==> src/ipq_regs.vh <==
// Constants for the instruction prefetch queue and bus interface unit.
// Assumes inclusion by bare name from the design files of this folder.
`ifndef IPQ_REGS_VH
`define IPQ_REGS_VH
// Queue depth in bytes
`define IPQ_QUEUE_DEPTH 3'h4
// Physical address width
`define IPQ_PADDR_W 20
// Segment shift applied to the code/data base
`define IPQ_SEG_SHIFT 4
// Bus cycle length in clocks (address, wait, data)
`define IPQ_BUS_CYCLES 2'h3
// Reset values
`define IPQ_RESET_CS 16'hFFFF
`define IPQ_RESET_IP 16'h0000
`endif

==> src/ipq_queue.v <==
// Four-byte instruction stream queue with push, pop and flush.
// Assumes one clock; flush has priority over push and pop.
`include "ipq_regs.vh"
module ipq_queue (
  input wire clock,
  input wire reset,
  input wire flush,
  input wire push,
  input wire [7:0] push_data,
  input wire pop,
  output wire [7:0] head_data,
  output wire [2:0] count,
  output wire not_empty,
  output wire has_room
);
  reg [7:0] mem_q [0:3]; // Byte store
  reg [1:0] rd_q; // Read pointer
  reg [1:0] wr_q; // Write pointer
  reg [2:0] cnt_q; // Occupancy
  wire do_pop;
  wire do_push;
  assign not_empty = (cnt_q != 3'h0);
  assign has_room = (cnt_q < `IPQ_QUEUE_DEPTH);
  assign do_pop = pop && not_empty;
  assign do_push = push && has_room;
  assign head_data = mem_q[rd_q];
  assign count = cnt_q;
  // Data store, no reset needed
  always @(posedge clock) begin
    if (do_push) begin
      mem_q[wr_q] <= push_data;
    end
  end
  // Pointers and occupancy
  always @(posedge clock) begin
    if (reset || flush) begin
      rd_q <= 2'h0;
      wr_q <= 2'h0;
      cnt_q <= 3'h0;
    end else begin
      if (do_pop) begin
        rd_q <= rd_q + 2'h1;
      end
      if (do_push) begin
        wr_q <= wr_q + 2'h1;
      end
      cnt_q <= cnt_q + {2'h0, do_push} - {2'h0, do_pop};
    end
  end
endmodule

==> src/ipq_bus_interface_unit.v <==
// Bus interface unit: prefetch queue, data requests, 8-bit system bus.
// Assumes memory answers each cycle in fixed time; single clock domain.
//
// Contract
// - Queue holds at most four bytes
// - Prefetch only with free slot, no request
// - Branch flushes queue, refetches, hands byte over
// - Prefetch halted while data request pending
// - Running prefetch completes before data cycle
// - Queued bytes come from ascending addresses
// - Execution unit reaches bus only via requests
// - Addresses relocated into 20-bit physical space
// - External data one byte, internal sixteen bits
// - Each demand performs the requested transfer
// - Fetches addressed in code segment
// - Fetch offset advances to next byte
// - Saved offset corrected for queued bytes
// - Words: low byte at lower address
`include "ipq_regs.vh"
module ipq_bus_interface_unit (
  input wire clock,
  input wire reset,
  // Execution unit side
  input wire [15:0] code_base,
  input wire branch_req,
  input wire [15:0] branch_offset,
  input wire fetch_ready,
  output reg fetch_valid,
  output reg [7:0] fetch_byte,
  output reg [15:0] exec_offset,
  input wire xfer_req,
  input wire xfer_write,
  input wire xfer_io,
  input wire xfer_word,
  input wire [15:0] xfer_base,
  input wire [15:0] xfer_offset,
  input wire [15:0] xfer_wdata,
  output reg xfer_done,
  output reg [15:0] xfer_rdata,
  // System bus side
  output reg [19:0] bus_addr,
  output reg [7:0] bus_wdata,
  output reg bus_wdata_oe,
  input wire [7:0] bus_rdata,
  output reg bus_rd_n,
  output reg bus_wr_n,
  output reg bus_io
);
  localparam ST_IDLE = 4'b0001; // No bus cycle
  localparam ST_FETCH = 4'b0010; // Prefetch byte cycle
  localparam ST_DATA = 4'b0100; // Data byte cycle
  localparam ST_HAND = 4'b1000; // Branch byte handed over
  reg [3:0] state_q;
  reg [1:0] tick_q; // Cycle phase counter
  reg [15:0] next_fetch_offset_q; // Offset of next byte to fetch
  reg second_q; // Second byte of a word
  reg flush_pend_q; // Branch taken, target byte not yet handed over
  reg stale_q; // Fetch on the bus predates a branch
  reg [7:0] bus_rdata_s1_q; // Pin synchroniser stage one
  reg [7:0] bus_rdata_s2_q; // Pin synchroniser stage two
  wire [7:0] q_head;
  wire [2:0] q_count;
  wire q_not_empty;
  wire q_has_room;
  wire q_pop;
  wire q_push;
  wire cycle_end;
  // Segment relocation, carry above bit 19 dropped
  function [19:0] phys;
    input [15:0] base;
    input [15:0] off;
    begin
      phys = {base, 4'h0} + {4'h0, off};
    end
  endfunction
  assign cycle_end = (tick_q == (`IPQ_BUS_CYCLES - 2'h1));
  assign q_push = (state_q == ST_FETCH) && cycle_end && !flush_pend_q
    && !branch_req;
  assign q_pop = fetch_ready && q_not_empty && (state_q != ST_HAND);
  // Queue instance; a branch discards its contents
  ipq_queue u_queue (
    .clock(clock),
    .reset(reset),
    .flush(branch_req),
    .push(q_push),
    .push_data(bus_rdata_s2_q),
    .pop(q_pop),
    .head_data(q_head),
    .count(q_count),
    .not_empty(q_not_empty),
    .has_room(q_has_room)
  );
  // Read data pins pass two flops before use
  always @(posedge clock) begin
    bus_rdata_s1_q <= bus_rdata;
    bus_rdata_s2_q <= bus_rdata_s1_q;
  end
  // Instruction byte output to the execution unit
  always @(posedge clock) begin
    if (reset || branch_req) begin
      fetch_valid <= 1'b0;
      fetch_byte <= 8'h00;
    end else if (state_q == ST_FETCH && cycle_end && flush_pend_q
      && !stale_q) begin
      // Byte at the branch target goes straight through
      fetch_valid <= 1'b1;
      fetch_byte <= bus_rdata_s2_q;
    end else if (q_pop) begin
      fetch_valid <= 1'b1;
      fetch_byte <= q_head;
    end else if (fetch_ready) begin
      fetch_valid <= 1'b0;
    end
  end
  // Offset of the next instruction to execute
  always @(posedge clock) begin
    if (reset) begin
      exec_offset <= `IPQ_RESET_IP;
    end else begin
      // Fetch offset less the bytes still waiting in the queue
      exec_offset <= next_fetch_offset_q - {13'h0000, q_count};
    end
  end
  // Bus sequencer, fetch offset and data transfer
  always @(posedge clock) begin
    if (reset) begin
      state_q <= ST_IDLE;
      tick_q <= 2'h0;
      next_fetch_offset_q <= `IPQ_RESET_IP;
      second_q <= 1'b0;
      flush_pend_q <= 1'b0;
      stale_q <= 1'b0;
      xfer_done <= 1'b0;
      xfer_rdata <= 16'h0000;
      bus_addr <= 20'h00000;
      bus_wdata <= 8'h00;
      bus_wdata_oe <= 1'b0;
      bus_rd_n <= 1'b1;
      bus_wr_n <= 1'b1;
      bus_io <= 1'b0;
    end else begin
      xfer_done <= 1'b0;
      if (branch_req) begin
        next_fetch_offset_q <= branch_offset;
        flush_pend_q <= 1'b1;
        // A fetch already on the bus now carries an old byte
        if (state_q == ST_FETCH && !cycle_end) begin
          stale_q <= 1'b1;
        end
      end
      case (state_q)
        ST_IDLE: begin
          tick_q <= 2'h0;
          // Request still seen in the done cycle is not taken again
          if (xfer_req && !xfer_done) begin
            // Data request wins over prefetch
            state_q <= ST_DATA;
            bus_addr <= phys(xfer_base, xfer_offset + {15'h0000, second_q});
            bus_io <= xfer_io;
            bus_rd_n <= xfer_write;
            bus_wr_n <= !xfer_write;
            bus_wdata_oe <= xfer_write;
            // Low byte first at the lower address
            bus_wdata <= second_q ? xfer_wdata[15:8] : xfer_wdata[7:0];
          end else if (!xfer_req
            && (q_has_room || flush_pend_q || branch_req)) begin
            state_q <= ST_FETCH;
            bus_addr <= phys(code_base, branch_req ? branch_offset
              : next_fetch_offset_q);
            bus_io <= 1'b0;
            bus_rd_n <= 1'b0;
            bus_wr_n <= 1'b1;
          end
        end
        ST_FETCH: begin
          tick_q <= tick_q + 2'h1;
          if (cycle_end) begin
            // Finishes even if a data request arrived meanwhile
            state_q <= ST_IDLE;
            tick_q <= 2'h0;
            bus_rd_n <= 1'b1;
            stale_q <= 1'b0;
            // A stale byte is dropped; the target is fetched next
            if (!branch_req && !stale_q) begin
              next_fetch_offset_q <= next_fetch_offset_q + 16'h0001;
              flush_pend_q <= 1'b0;
              if (flush_pend_q) begin
                state_q <= ST_HAND;
              end
            end
          end
        end
        ST_DATA: begin
          tick_q <= tick_q + 2'h1;
          if (cycle_end) begin
            tick_q <= 2'h0;
            bus_rd_n <= 1'b1;
            bus_wr_n <= 1'b1;
            bus_wdata_oe <= 1'b0;
            state_q <= ST_IDLE;
            // Assemble sixteen bits from two byte cycles
            if (second_q) begin
              xfer_rdata[15:8] <= bus_rdata_s2_q;
            end else begin
              xfer_rdata[7:0] <= bus_rdata_s2_q;
              xfer_rdata[15:8] <= 8'h00;
            end
            if (xfer_word && !second_q) begin
              second_q <= 1'b1;
            end else begin
              second_q <= 1'b0;
              xfer_done <= 1'b1;
            end
          end
        end
        ST_HAND: begin
          // Wait for the handed byte to be taken, then refill
          if (!fetch_valid || fetch_ready || branch_req) begin
            state_q <= ST_IDLE;
          end
        end
        default: begin
          state_q <= ST_IDLE;
        end
      endcase
    end
  end
endmodule

==> config.mk <==
export PLATFORM = sky130hd
export DESIGN_NAME = ipq_bus_interface_unit
export DESIGN_NICKNAME = d
export VERILOG_FILES = /design/src/ipq_queue.v /design/src/ipq_bus_interface_unit.v
export VERILOG_INCLUDE_DIRS = /design/src
export SDC_FILE = /design/constraint.sdc
export NUM_CORES = 1
export LEC_CHECK = 0
export BUFFER_PORTS_ARGS = -buffer_cell sky130_fd_sc_hd__buf_4
export CORE_MARGIN = 4
export CORE_UTILIZATION = 50
export CTS_CLUSTER_SIZE = 8
export DETAILED_ROUTE_END_ITERATION = 6
export PLACE_DENSITY = 0.77
export SYNTH_ARGS = -nofsm -noshare
export SYNTH_HDL_FRONTEND = slang
export SYNTH_HIERARCHICAL = 1
export SYNTH_SLANG_ARGS = --single-unit
==> constraint.sdc <==
create_clock -name clock -period 2.9 [get_ports clock]
set_input_delay 0.145 -clock clock [delete_from_list [all_inputs] [get_ports clock]]
set_output_delay 0.145 -clock clock [all_outputs]
set_load 0.01 [all_outputs]
==> results of run 1 <==
==> kinds of logic after synthesis <==
family                   synth area share
adder cells (fa/ha/maj)            0.0694
AO/OA/AOI/OAI                       0.144
XOR/XNOR                           0.0720
multiplexers                       0.0817
AND/OR/NAND/NOR                     0.169
flip-flops                          0.430
buffers and inverters              0.0339
==> layout make-up <==
| type | count | area, um2 |
|---|---|---|
| clock buffers | 20 | 458 |
| multi-input cells | 611 | 4400 |
| fillers | 1285 | 5370 |
| inverters | 25 | 93.8 |
| well taps | 216 | 270 |
| repair buffers | 214 | 1630 |
| flip-flops and latches | 156 | 3440 |
| clock inverters | 12 | 101 |
==> flip-flops by register name (all words and copies together), names as in the netlist, 4 cells and up, named ones only <==
name / cells
u_queue/mem_q: 32
bus_rdata_s1_q: 8
xfer_rdata: 16
exec_offset: 16
bus_wdata: 8
state_q: 4
bus_rdata_s2_q: 8
next_fetch_offset_q: 16
fetch_byte: 8
bus_addr: 20
==> placed cells by master, fill, tap and decap left out, types with 12 or more instances in the layout <==
cell type and n:
buf_4 203, dfxtp_1 123, nor2_1 109, nand2_1 55, xnor2_1 38, a21oi_1 38
a211oi_1 37, mux2i_1 35, ha_1 35, edfxtp_1 32, nor3_1 25, inv_1 24
xor2_1 24, clkbuf_16 18, o21ai_0 16, nand3_1 15, nand4_1 12
==> through the flow <==
stage / cells / cell area [um2] / worst slack [ns] / power [uW]
2_1_floorplan: 833 / 8050 / 0.0460 / 3380
3_3_place_gp: 1210 / 9660 / 0.0140 / 3960
3_5_place_dp: 1210 / 9660 / -0.112 / 3980
4_1_cts: 1254 / 10400 / -0.0222 / 6100
5_1_grt: 1254 / 10400 / -0.107 / 6390
6_report: 1254 / 10400 / 0.0609 / 6100
==> path summary, 6_finish.rpt <==
check | end | slack (ns) | cells past startpoint
min | next_fetch_offset_q[3] | 0.05 | 3
max reg2reg | bus_addr[17] | 0.06 | 12
max | bus_addr[17] | 0.06 | 12
min reg2reg | bus_rdata_s2_q[3] | 0.33 | 0
==> layer usage <==
layer  vias to the layer above  GRT usage  part of all wire
met5                         -          0                 0
met4                         0     0.0882             0.026
met3                        43     0.0537             0.065
met2                       271      0.391              0.48
met1                      3210      0.307              0.43
li1                       3385          -                 -
==> cell usage after synthesis (3+ instances only) <==
master / instances / area [um2]
edfxtp_1: 32 / 961
a31oi_1: 3 / 18.8
o211ai_1: 10 / 75.1
buf_1: 7 / 26.3
nor3b_1: 4 / 30.0
o21ai_0: 19 / 95.1
fa_1: 4 / 80.1
nand4_1: 12 / 75.1
a211o_1: 4 / 35.0
a2111oi_0: 4 / 35.0
buf_2: 6 / 30.0
nor2b_1: 12 / 75.1
mux4_2: 8 / 180
nand2b_1: 10 / 62.6
a211oi_1: 38 / 285
nor4_1: 8 / 50.1
nand3_1: 16 / 80.1
ha_1: 38 / 475
a21o_1: 5 / 37.5
and3_1: 12 / 75.1
a21oi_1: 38 / 190
a221oi_1: 4 / 35.0
o21bai_1: 7 / 52.6
nand2_1: 55 / 206
o21a_1: 3 / 22.5
clkbuf_1: 24 / 90.1
xnor2_1: 40 / 350
mux2i_1: 35 / 350
and2_1: 7 / 43.8
a22o_1: 7 / 61.3
a311oi_1: 4 / 35.0
mux2_2: 11 / 124
nor3_1: 25 / 125
dfxtp_1: 124 / 2480
inv_1: 24 / 90.1
xor2_1: 24 / 210
nor2_1: 110 / 413
==> worst max-delay path, cell delays in order, from the launching register on <==
cell	delay (ns)
dfxtp_2	0.34
ha_4	0.16
ha_4	0.16
and3_4	0.17
buf_4	0.14
xor2_1	0.14
ha_2	0.20
a211o_1	0.28
a2111o_1	0.46
and3_1	0.22
o21ai_2	0.15
xor2_1	0.09
a221oi_2	0.24
==> timing repair <==
| item | in CTS | in global routing |
|---|---|---|
| resized for setup | 7 | 10 |
| endpoints found under the hold margin | 11 | 0 |
| pin swaps | 6 | 10 |
| setup endpoints to repair | 3 | 7 |
| buffers inserted | 1 | 0 |
| hold buffers | 11 | 0 |
==> power breakdown <==
group | internal [uW] | total, uW | switching (uW)
Clock | 1170 | 2110 | 938
Sequential | 2390 | 2540 | 154
Combinational | 682 | 1450 | 763
==> flow_summary.ini, run 1 <==
[placement]
dp_hpwl_um = 15700
place.port_buffers = 169
gp_congestion = 0.886

[critical_path]
path_class = flop to flop
cp_max_fo = 5
required_ns = 3.23
arrival_ns = 3.17
startpoint_type = flop
crit_path_end_kind = flop
crit_start = second_q
r2r-start = second_q

[final_layout]
insertedDiodeCount = 0
drive_gt1_frac = 0.273
syn_to_final_growth_pct = 29.8
nNetsFinal = 1163
fin_util = 0.659

[timing]
hold_viol = 0
relSlewSlack = 0.562
setup_viol = 0
whs_ns = 0.0452
post-route-period-util = 0.979
max_freq_mhz = 352
rsz0062_at_grt = true
finalSetupTns_ns = 0
worstMarginPinSlew_ns = 0.651
skew_ns = 0.0113
min_period_ns = 2.84
timing.final.max_slew_violations = 0

[cts]
cts-buffers-inserted = 17
root_buffer = clkbuf_16
htree_levels = 4
clk_latency_ns = 0.43
cts.sinks = 156
tritoncts = done
clk_pin_slew_worst_paths_ns = 0.06
cts.path.max_buffers = 2

[drt]
drc = 0
ant_nets = 0
routed_wl_um = 21400
first_pass_iters = 6
route.vias.total = 6909
avgRoutedWirePerCell_um = 17.0
via_per_inst = 5.51
drt_iter0_markers = 570

[yosys]
synth_ff_type = dfxtp_1
synth-async-reset-ratio = 0
syn_area_um2 = 8010
seq_area_frac_synth = 0.430
ys_ff_latch = 156
synth_cells = 833
synth.distinct_cells = 69
yosysWarnings = 6
syn_area_per_cell_um2 = 9.61
synth_nets = 971
synth_edf_count = 32

[min_path]
hold_class = input pin to flop
hold_start = branch_offset[3]

[global_routing]
grt_pass1_vias = 6766
antenna_found_initial = 0
grt_util_all_layers = 0.237
grt_max_degree = 52
grt_pass1_wl_um = 34300
grt_overflow = 0

[run]
drv_cap = 0

[power]
peakVddDrop_uv = 482
p_per_area_nw_per_um2 = 586
leakage_uw = 0.00420

[floorplan]
io_pins = 170
initial_utilization = 0.508
die-area_um2 = 18100
fp.dieH_um = 135
die_w_um = 135
std_cell_rows = 46
core_um2 = 15800

[run_status]
status = finished, final reports clean
Power figures use the tool's default switching activity.
==> run 2, diff against run 1 <==
--- a/config.mk
+++ b/config.mk
@@ -6,12 +6,14 @@
 export SDC_FILE = /design/constraint.sdc
 export NUM_CORES = 1
 export LEC_CHECK = 0
+export ABC_AREA = 1
 export BUFFER_PORTS_ARGS = -buffer_cell sky130_fd_sc_hd__buf_4
 export CORE_MARGIN = 4
-export CORE_UTILIZATION = 50
+export CORE_UTILIZATION = 51
 export CTS_CLUSTER_SIZE = 8
 export DETAILED_ROUTE_END_ITERATION = 6
-export PLACE_DENSITY = 0.77
+export PLACE_DENSITY = 0.78
+export SKIP_CTS_REPAIR_TIMING = 1
 export SYNTH_ARGS = -nofsm -noshare
 export SYNTH_HDL_FRONTEND = slang
 export SYNTH_HIERARCHICAL = 1
==> run 2 against run 1 <==
The flow now finishes with violations (negative hold slack). Clock skew grew 0.0045 ns. Power grew 4.1%. Die area is 5.5% higher. Critical path type unchanged. Register-to-register slack better by 0.06 ns. Core utilization grew 0.92 points. First-iteration DRC count decreased by 15%. Hold slack worse by 0.057 ns. Count of clock-buffer cells in the layout shrank 3. Largest power group unchanged. Synthesized area up 7.9%. Fmax increased by 2.0%.
==> flow_summary.ini, run 2 <==
[run_status]
status = finished, violations left
violations = negative hold slack

[floorplan]
fp.dieH_um = 138
initial_utilization = 0.521
core_um2 = 16600
io_pins = 170
die_w_um = 138
std_cell_rows = 47
die-area_um2 = 19100

[placement]
place.port_buffers = 169
dp_hpwl_um = 16600
gp_congestion = 0.903

[yosys]
synth_edf_count = 32
yosysWarnings = 6
ys_ff_latch = 156
synth_top_cell_by_area = dfxtp_1
synth_top_area_frac = 0.287
synth-async-reset-ratio = 0
syn_area_per_cell_um2 = 7.29
synth_ff_type = dfxtp_1
syn_area_um2 = 8640
seq_area_frac_synth = 0.398
synth.distinct_cells = 49
synth.area.top_cells = dfxtp_1, nand2_1, edfxtp_1, inv_1, ha_1
yosysMostFrequentCell = nand2_1
synth_cells = 1185
synth_nets = 1323
synth_common_cells = nand2_1, inv_1, dfxtp_1

[final_layout]
final_cell_mix = nand2_1, buf_4, inv_1
layout_commonest_cell = nand2_1
top_regs = u_queue/mem_q (32), bus_addr (20)
fill_cells = 1402
insertedDiodeCount = 0
largest_reg_flops = 32
syn_to_final_growth_pct = 28.3
nNetsFinal = 1513
seqCellArea_um2 = 3440
regMostFlops = u_queue/mem_q
multi_input_area_um2 = 4490
drive_gt1_frac = 0.210

[timing]
relSlewSlack = 0.397
min_period_ns = 2.78
whs_ns = -0.0114
post-route-period-util = 0.960
rsz0062_at_grt = true
setup_viol = 0
skew_ns = 0.0158
max_freq_mhz = 359
timing.final.max_slew_violations = 0
worstMarginPinSlew_ns = 0.900
hold_viol = 2
finalSetupTns_ns = 0

[power]
p_int_uw = 4250
switching_share = 0.331
p_seq_frac = 0.402
combPwrFrac = 0.233
p_switching_uw = 2100
p_per_area_nw_per_um2 = 572
p_total_uw = 6350
peakVddDrop_uv = 451
leakage_uw = 0.00519
clkPwrFrac = 0.365

[min_path]
hold_depth = 3
hold_class = input pin to flop
hold_start = xfer_io

[global_routing]
grt_max_degree = 45
grt_util_all_layers = 0.223
antenna_found_initial = 0
grt_pass1_vias = 7276
grt_overflow = 0
grt_pass1_wl_um = 35500

[drt]
route.vias.total = 8233
avgRoutedWirePerCell_um = 14.3
first_pass_iters = 5
ant_nets = 0
via_per_inst = 5.12
drt_iter0_markers = 483
drc = 0
routed_wl_um = 23000

[critical_path]
critical_path.cell_chain = ha_4, ha_4, nand3_4, inv_2, nand3_2, nor2_2, nand2_1, nor2_2, nand3_2, nor2_2, xor2_1, ha_1, nand2_2, inv_2, nand2_1, nor3_2, nand2_1, nand2_1, nand2_1, nand3_1, nand3_1, nand2_1, inv_1
cp_max_fo = 4
crit_path_end_kind = flop
cpLargestDelayFamily = simple AND/OR/NAND/NOR gates
r2r-start = second_q
slowest_delay_ns = 0.36
crit_top_cell = nand2_1
required_ns = 3.25
path_buf_inv = 3
startpoint_type = flop
crit_start = second_q
reg2reg_depth = 23
arrival_ns = 3.13
cp.depth = 23
crit_path_top_delay_cell = dfxtp_2
path_class = flop to flop

[cts]
tritoncts = done
root_buffer = clkbuf_16
clk_pin_slew_worst_paths_ns = 0.08
cts.sinks = 156
clk_latency_ns = 0.44
cts.path.max_buffers = 2
htree_levels = 4
cts-buffers-inserted = 17

[run]
drv_cap = 0
run 2: changes by cell type in the layout (fill, tap and decap cells not counted), moves of 18 or more:
cell	change
a211oi_1	-34
a21oi_1	+25
buf_4	-22
inv_1	+136
mux2i_1	-34
nand2_1	+213
nand3_1	+62
nor3_1	-18
o21ai_0	+65
xnor2_1	-30
run 2: routing by layer:
layer / global-route usage / wire length [um] / up-vias
li1: - / - / 4237
met1: 0.301 / 10200 / 3705
met2: 0.361 / 10900 / 264
met3: 0.0539 / 1580 / 27
met4: 0.0619 / 349 / 0
met5: 0 / 0 / -
run 2: area by class of cell:
cell class                      instances  area share
Timing Repair Buffer                  204       0.143
Tap cell                              220      0.0248
Clock buffer                           17      0.0384
Clock inverter                         15      0.0184
Inverter                              176      0.0598
Sequential cell                       156       0.311
Multi-Input combinational cell        820       0.405
run 2: power by group through the flow:
| stage | registers [uW] | clock network, uW | logic [uW] |
|---|---|---|---|
| after floorplan | 2610 | 0 | 845 |
| after global placement | 2590 | 0 | 1370 |
| after detailed placement | 2600 | 0 | 1390 |
| after CTS | 2550 | 2340 | 1400 |
| after global routing | 2570 | 2420 | 1640 |
| final | 2550 | 2320 | 1480 |
run 2: worst min-delay path, delay by kind of cell:
kind	cells	cell delay [ns]
buf+inv	1	0.10
compound gates	1	0.06
simple gates	1	0.06
run 2: worst paths after layout:
| kind | to | slack, ns |
|---|---|---|
| setup / recovery | bus_addr[19] | 0.12 |
| hold / removal | bus_io | -0.01 |
| setup reg to reg | bus_addr[19] | 0.12 |
| hold reg to reg | bus_rdata_s2_q[4] | 0.33 |
run 2: stage by stage:
step	instances	utilization	worst slack [ns]	cell area (um2)	hold WS (ns)
after global placement	1551	0.608	0.0859	10100	0.250
after CTS	1583	0.646	-0.0554	10700	-0.201
after floorplan	1185	-	0.263	8640	0.173
after detailed placement	1551	0.608	-0.0438	10100	0.251
final	1608	0.669	0.117	11100	-0.0114
after global routing	1608	0.669	-0.166	11100	0.0125
run 2: kinds of logic after synthesis:
kind of cell	share of synthesized area
xor gates and xnor gates	0.0263
muxes	0.00116
DFF	0.398
adders and majority gates	0.0643
buffers and inverters	0.0977
AOI/OAI and AO/OA	0.141
and+or+nand+nor	0.271
==> run 3, diff against run 2 <==
--- a/config.mk
+++ b/config.mk
@@ -13,6 +13,7 @@
 export CTS_CLUSTER_SIZE = 8
 export DETAILED_ROUTE_END_ITERATION = 6
 export PLACE_DENSITY = 0.78
+export RECOVER_POWER = 50
 export SKIP_CTS_REPAIR_TIMING = 1
 export SYNTH_ARGS = -nofsm -noshare
 export SYNTH_HDL_FRONTEND = slang
==> run 3 against run 2 <==
The flow still finishes with violations (negative hold slack). Combinational power shrank 8%. Routed wire length rose by 0.21%. Count of clock-buffer cells in the layout did not move. Non-clock buffer count unchanged. Critical endpoint unchanged. Largest power group unchanged. Highest routed layer unchanged.
==> flow_summary.ini, run 3 (synthesized netlist as in run 2, its figures left out) <==
[run_status]
status = finished, violations left
violations = negative hold slack

[critical_path]
path_buf_inv = 3
crit_path_end_kind = flop
crit_top_cell = nand2_1
required_ns = 3.25
crit_path_top_delay_cell = dfxtp_2
cpLargestDelayFamily = simple AND/OR/NAND/NOR gates
critical_path.cell_chain = ha_4, ha_4, nand3_4, inv_2, nand3_2, nor2_2, nand2_1, nor2_2, nand3_2, nor2_2, xor2_1, ha_1, nand2_2, inv_2, nand2_1, nor3_2, nand2_1, nand2_1, nand2_1, nand3_1, nand3_1, nand2_1, inv_1
path_class = flop to flop
startpoint_type = flop
cp_max_fo = 4
arrival_ns = 3.13
slowest_delay_ns = 0.36

[final_layout]
nNetsFinal = 1513
syn_to_final_growth_pct = 24.9
regMostFlops = u_queue/mem_q
drive_gt1_frac = 0.155
largest_reg_flops = 32
insertedDiodeCount = 0
finalInstanceArea_um2 = 10800
final_cell_mix = nand2_1, inv_1, dfxtp_1
layout_commonest_cell = nand2_1
top_regs = u_queue/mem_q (32), bus_addr (20)
instances_no_fill = 1608

[timing]
worst_slack_ns = 0.113
timing.final.max_slew_violations = 0
hold_viol = 2
relSlewSlack = 0.386
setup_viol = 0
rsz0062_at_grt = true
whs_ns = -0.00913
worstMarginPinSlew_ns = 0.917
max_freq_mhz = 359
min_period_ns = 2.79
skew_ns = 0.0184
finalSetupTns_ns = 0
post-route-period-util = 0.961

[drt]
drt_iter0_markers = 505
drc = 0
avgRoutedWirePerCell_um = 14.3
via_per_inst = 5.12
route.vias.total = 8233
first_pass_iters = 5
routed_wl_um = 23000
ant_nets = 0

[cts]
tritoncts = done
cts.path.max_buffers = 2
clk_latency_ns = 0.44
htree_levels = 4
clk_pin_slew_worst_paths_ns = 0.08
cts-buffers-inserted = 17
root_buffer = clkbuf_16
cts.sinks = 156

[power]
p_switching_uw = 2090
p_per_area_nw_per_um2 = 577
switching_share = 0.336
combPwrFrac = 0.219
peakVddDrop_uv = 446
p_int_uw = 4130
clkPwrFrac = 0.372
leakage_uw = 0.00488
p_seq_frac = 0.409

[min_path]
hold_class = input pin to flop

[floorplan]
initial_utilization = 0.521
io_pins = 170
die-area_um2 = 19100
die_w_um = 138
core_um2 = 16600
fp.dieH_um = 138
std_cell_rows = 47

[global_routing]
grt_pass1_vias = 7276
grt_pass1_wl_um = 35500
grt_overflow = 0
grt_max_degree = 45
grt_util_all_layers = 0.223
antenna_found_initial = 0

[placement]
place_ws_ns = -0.0438
dp_hpwl_um = 16600
place.port_buffers = 169
place_inst = 1551
gp_congestion = 0.903
dpl-instance-area_um2 = 10100

[run]
drv_cap = 0
-- run 3: metal layers --
metal	share of wire	vias to the layer above	global-route usage
met5	0	-	0
met4	0.012	0	0.0619
met3	0.064	20	0.0539
met2	0.47	258	0.361
met1	0.45	3718	0.301
li1	-	4237	-
-- run 3: cell type report --
cell class / instances / area [um2]
Fill cell: 1506 / 5790
Multi-Input combinational cell: 820 / 4470
Sequential cell: 156 / 3440
Timing Repair Buffer: 204 / 1310
Inverter: 176 / 663
Clock buffer: 17 / 425
Tap cell: 220 / 275
Clock inverter: 15 / 204
-- run 3: worst paths after layout --
kind,startpoint,endpoint,slack [ns],cells after the start
max reg2reg,second_q,bus_addr[19],0.11,23
min,xfer_io,bus_io,-0.009,3
max,second_q,bus_addr[19],0.11,23
min reg2reg,bus_rdata_s1_q[4],bus_rdata_s2_q[4],0.33,0
-- run 3: power groups by stage --
stage          clock [uW]  combinational (uW)  sequential (uW)
3_5_place_dp            0                1390             2600
4_1_cts              2340                1400             2550
3_3_place_gp            0                1370             2590
5_1_grt              2420                1520             2570
6_report             2320                1360             2550
2_1_floorplan           0                 845             2610
-- run 3: stage by stage --
stage / util / power (uW)
6_report: 0.651 / 6220
5_1_grt: 0.651 / 6510
4_1_cts: 0.646 / 6290
3_5_place_dp: 0.608 / 3990
3_3_place_gp: 0.608 / 3960
2_1_floorplan: - / 3460
-- run 3: worst register-to-register path: cells and delay by family, from the launching register on --
family        cells  cell delay, ns
xor+xnor          1            0.07
fa+ha+maj         3            0.67
simple gates     16            1.48
buf+inv           3            0.15
flops             1            0.36
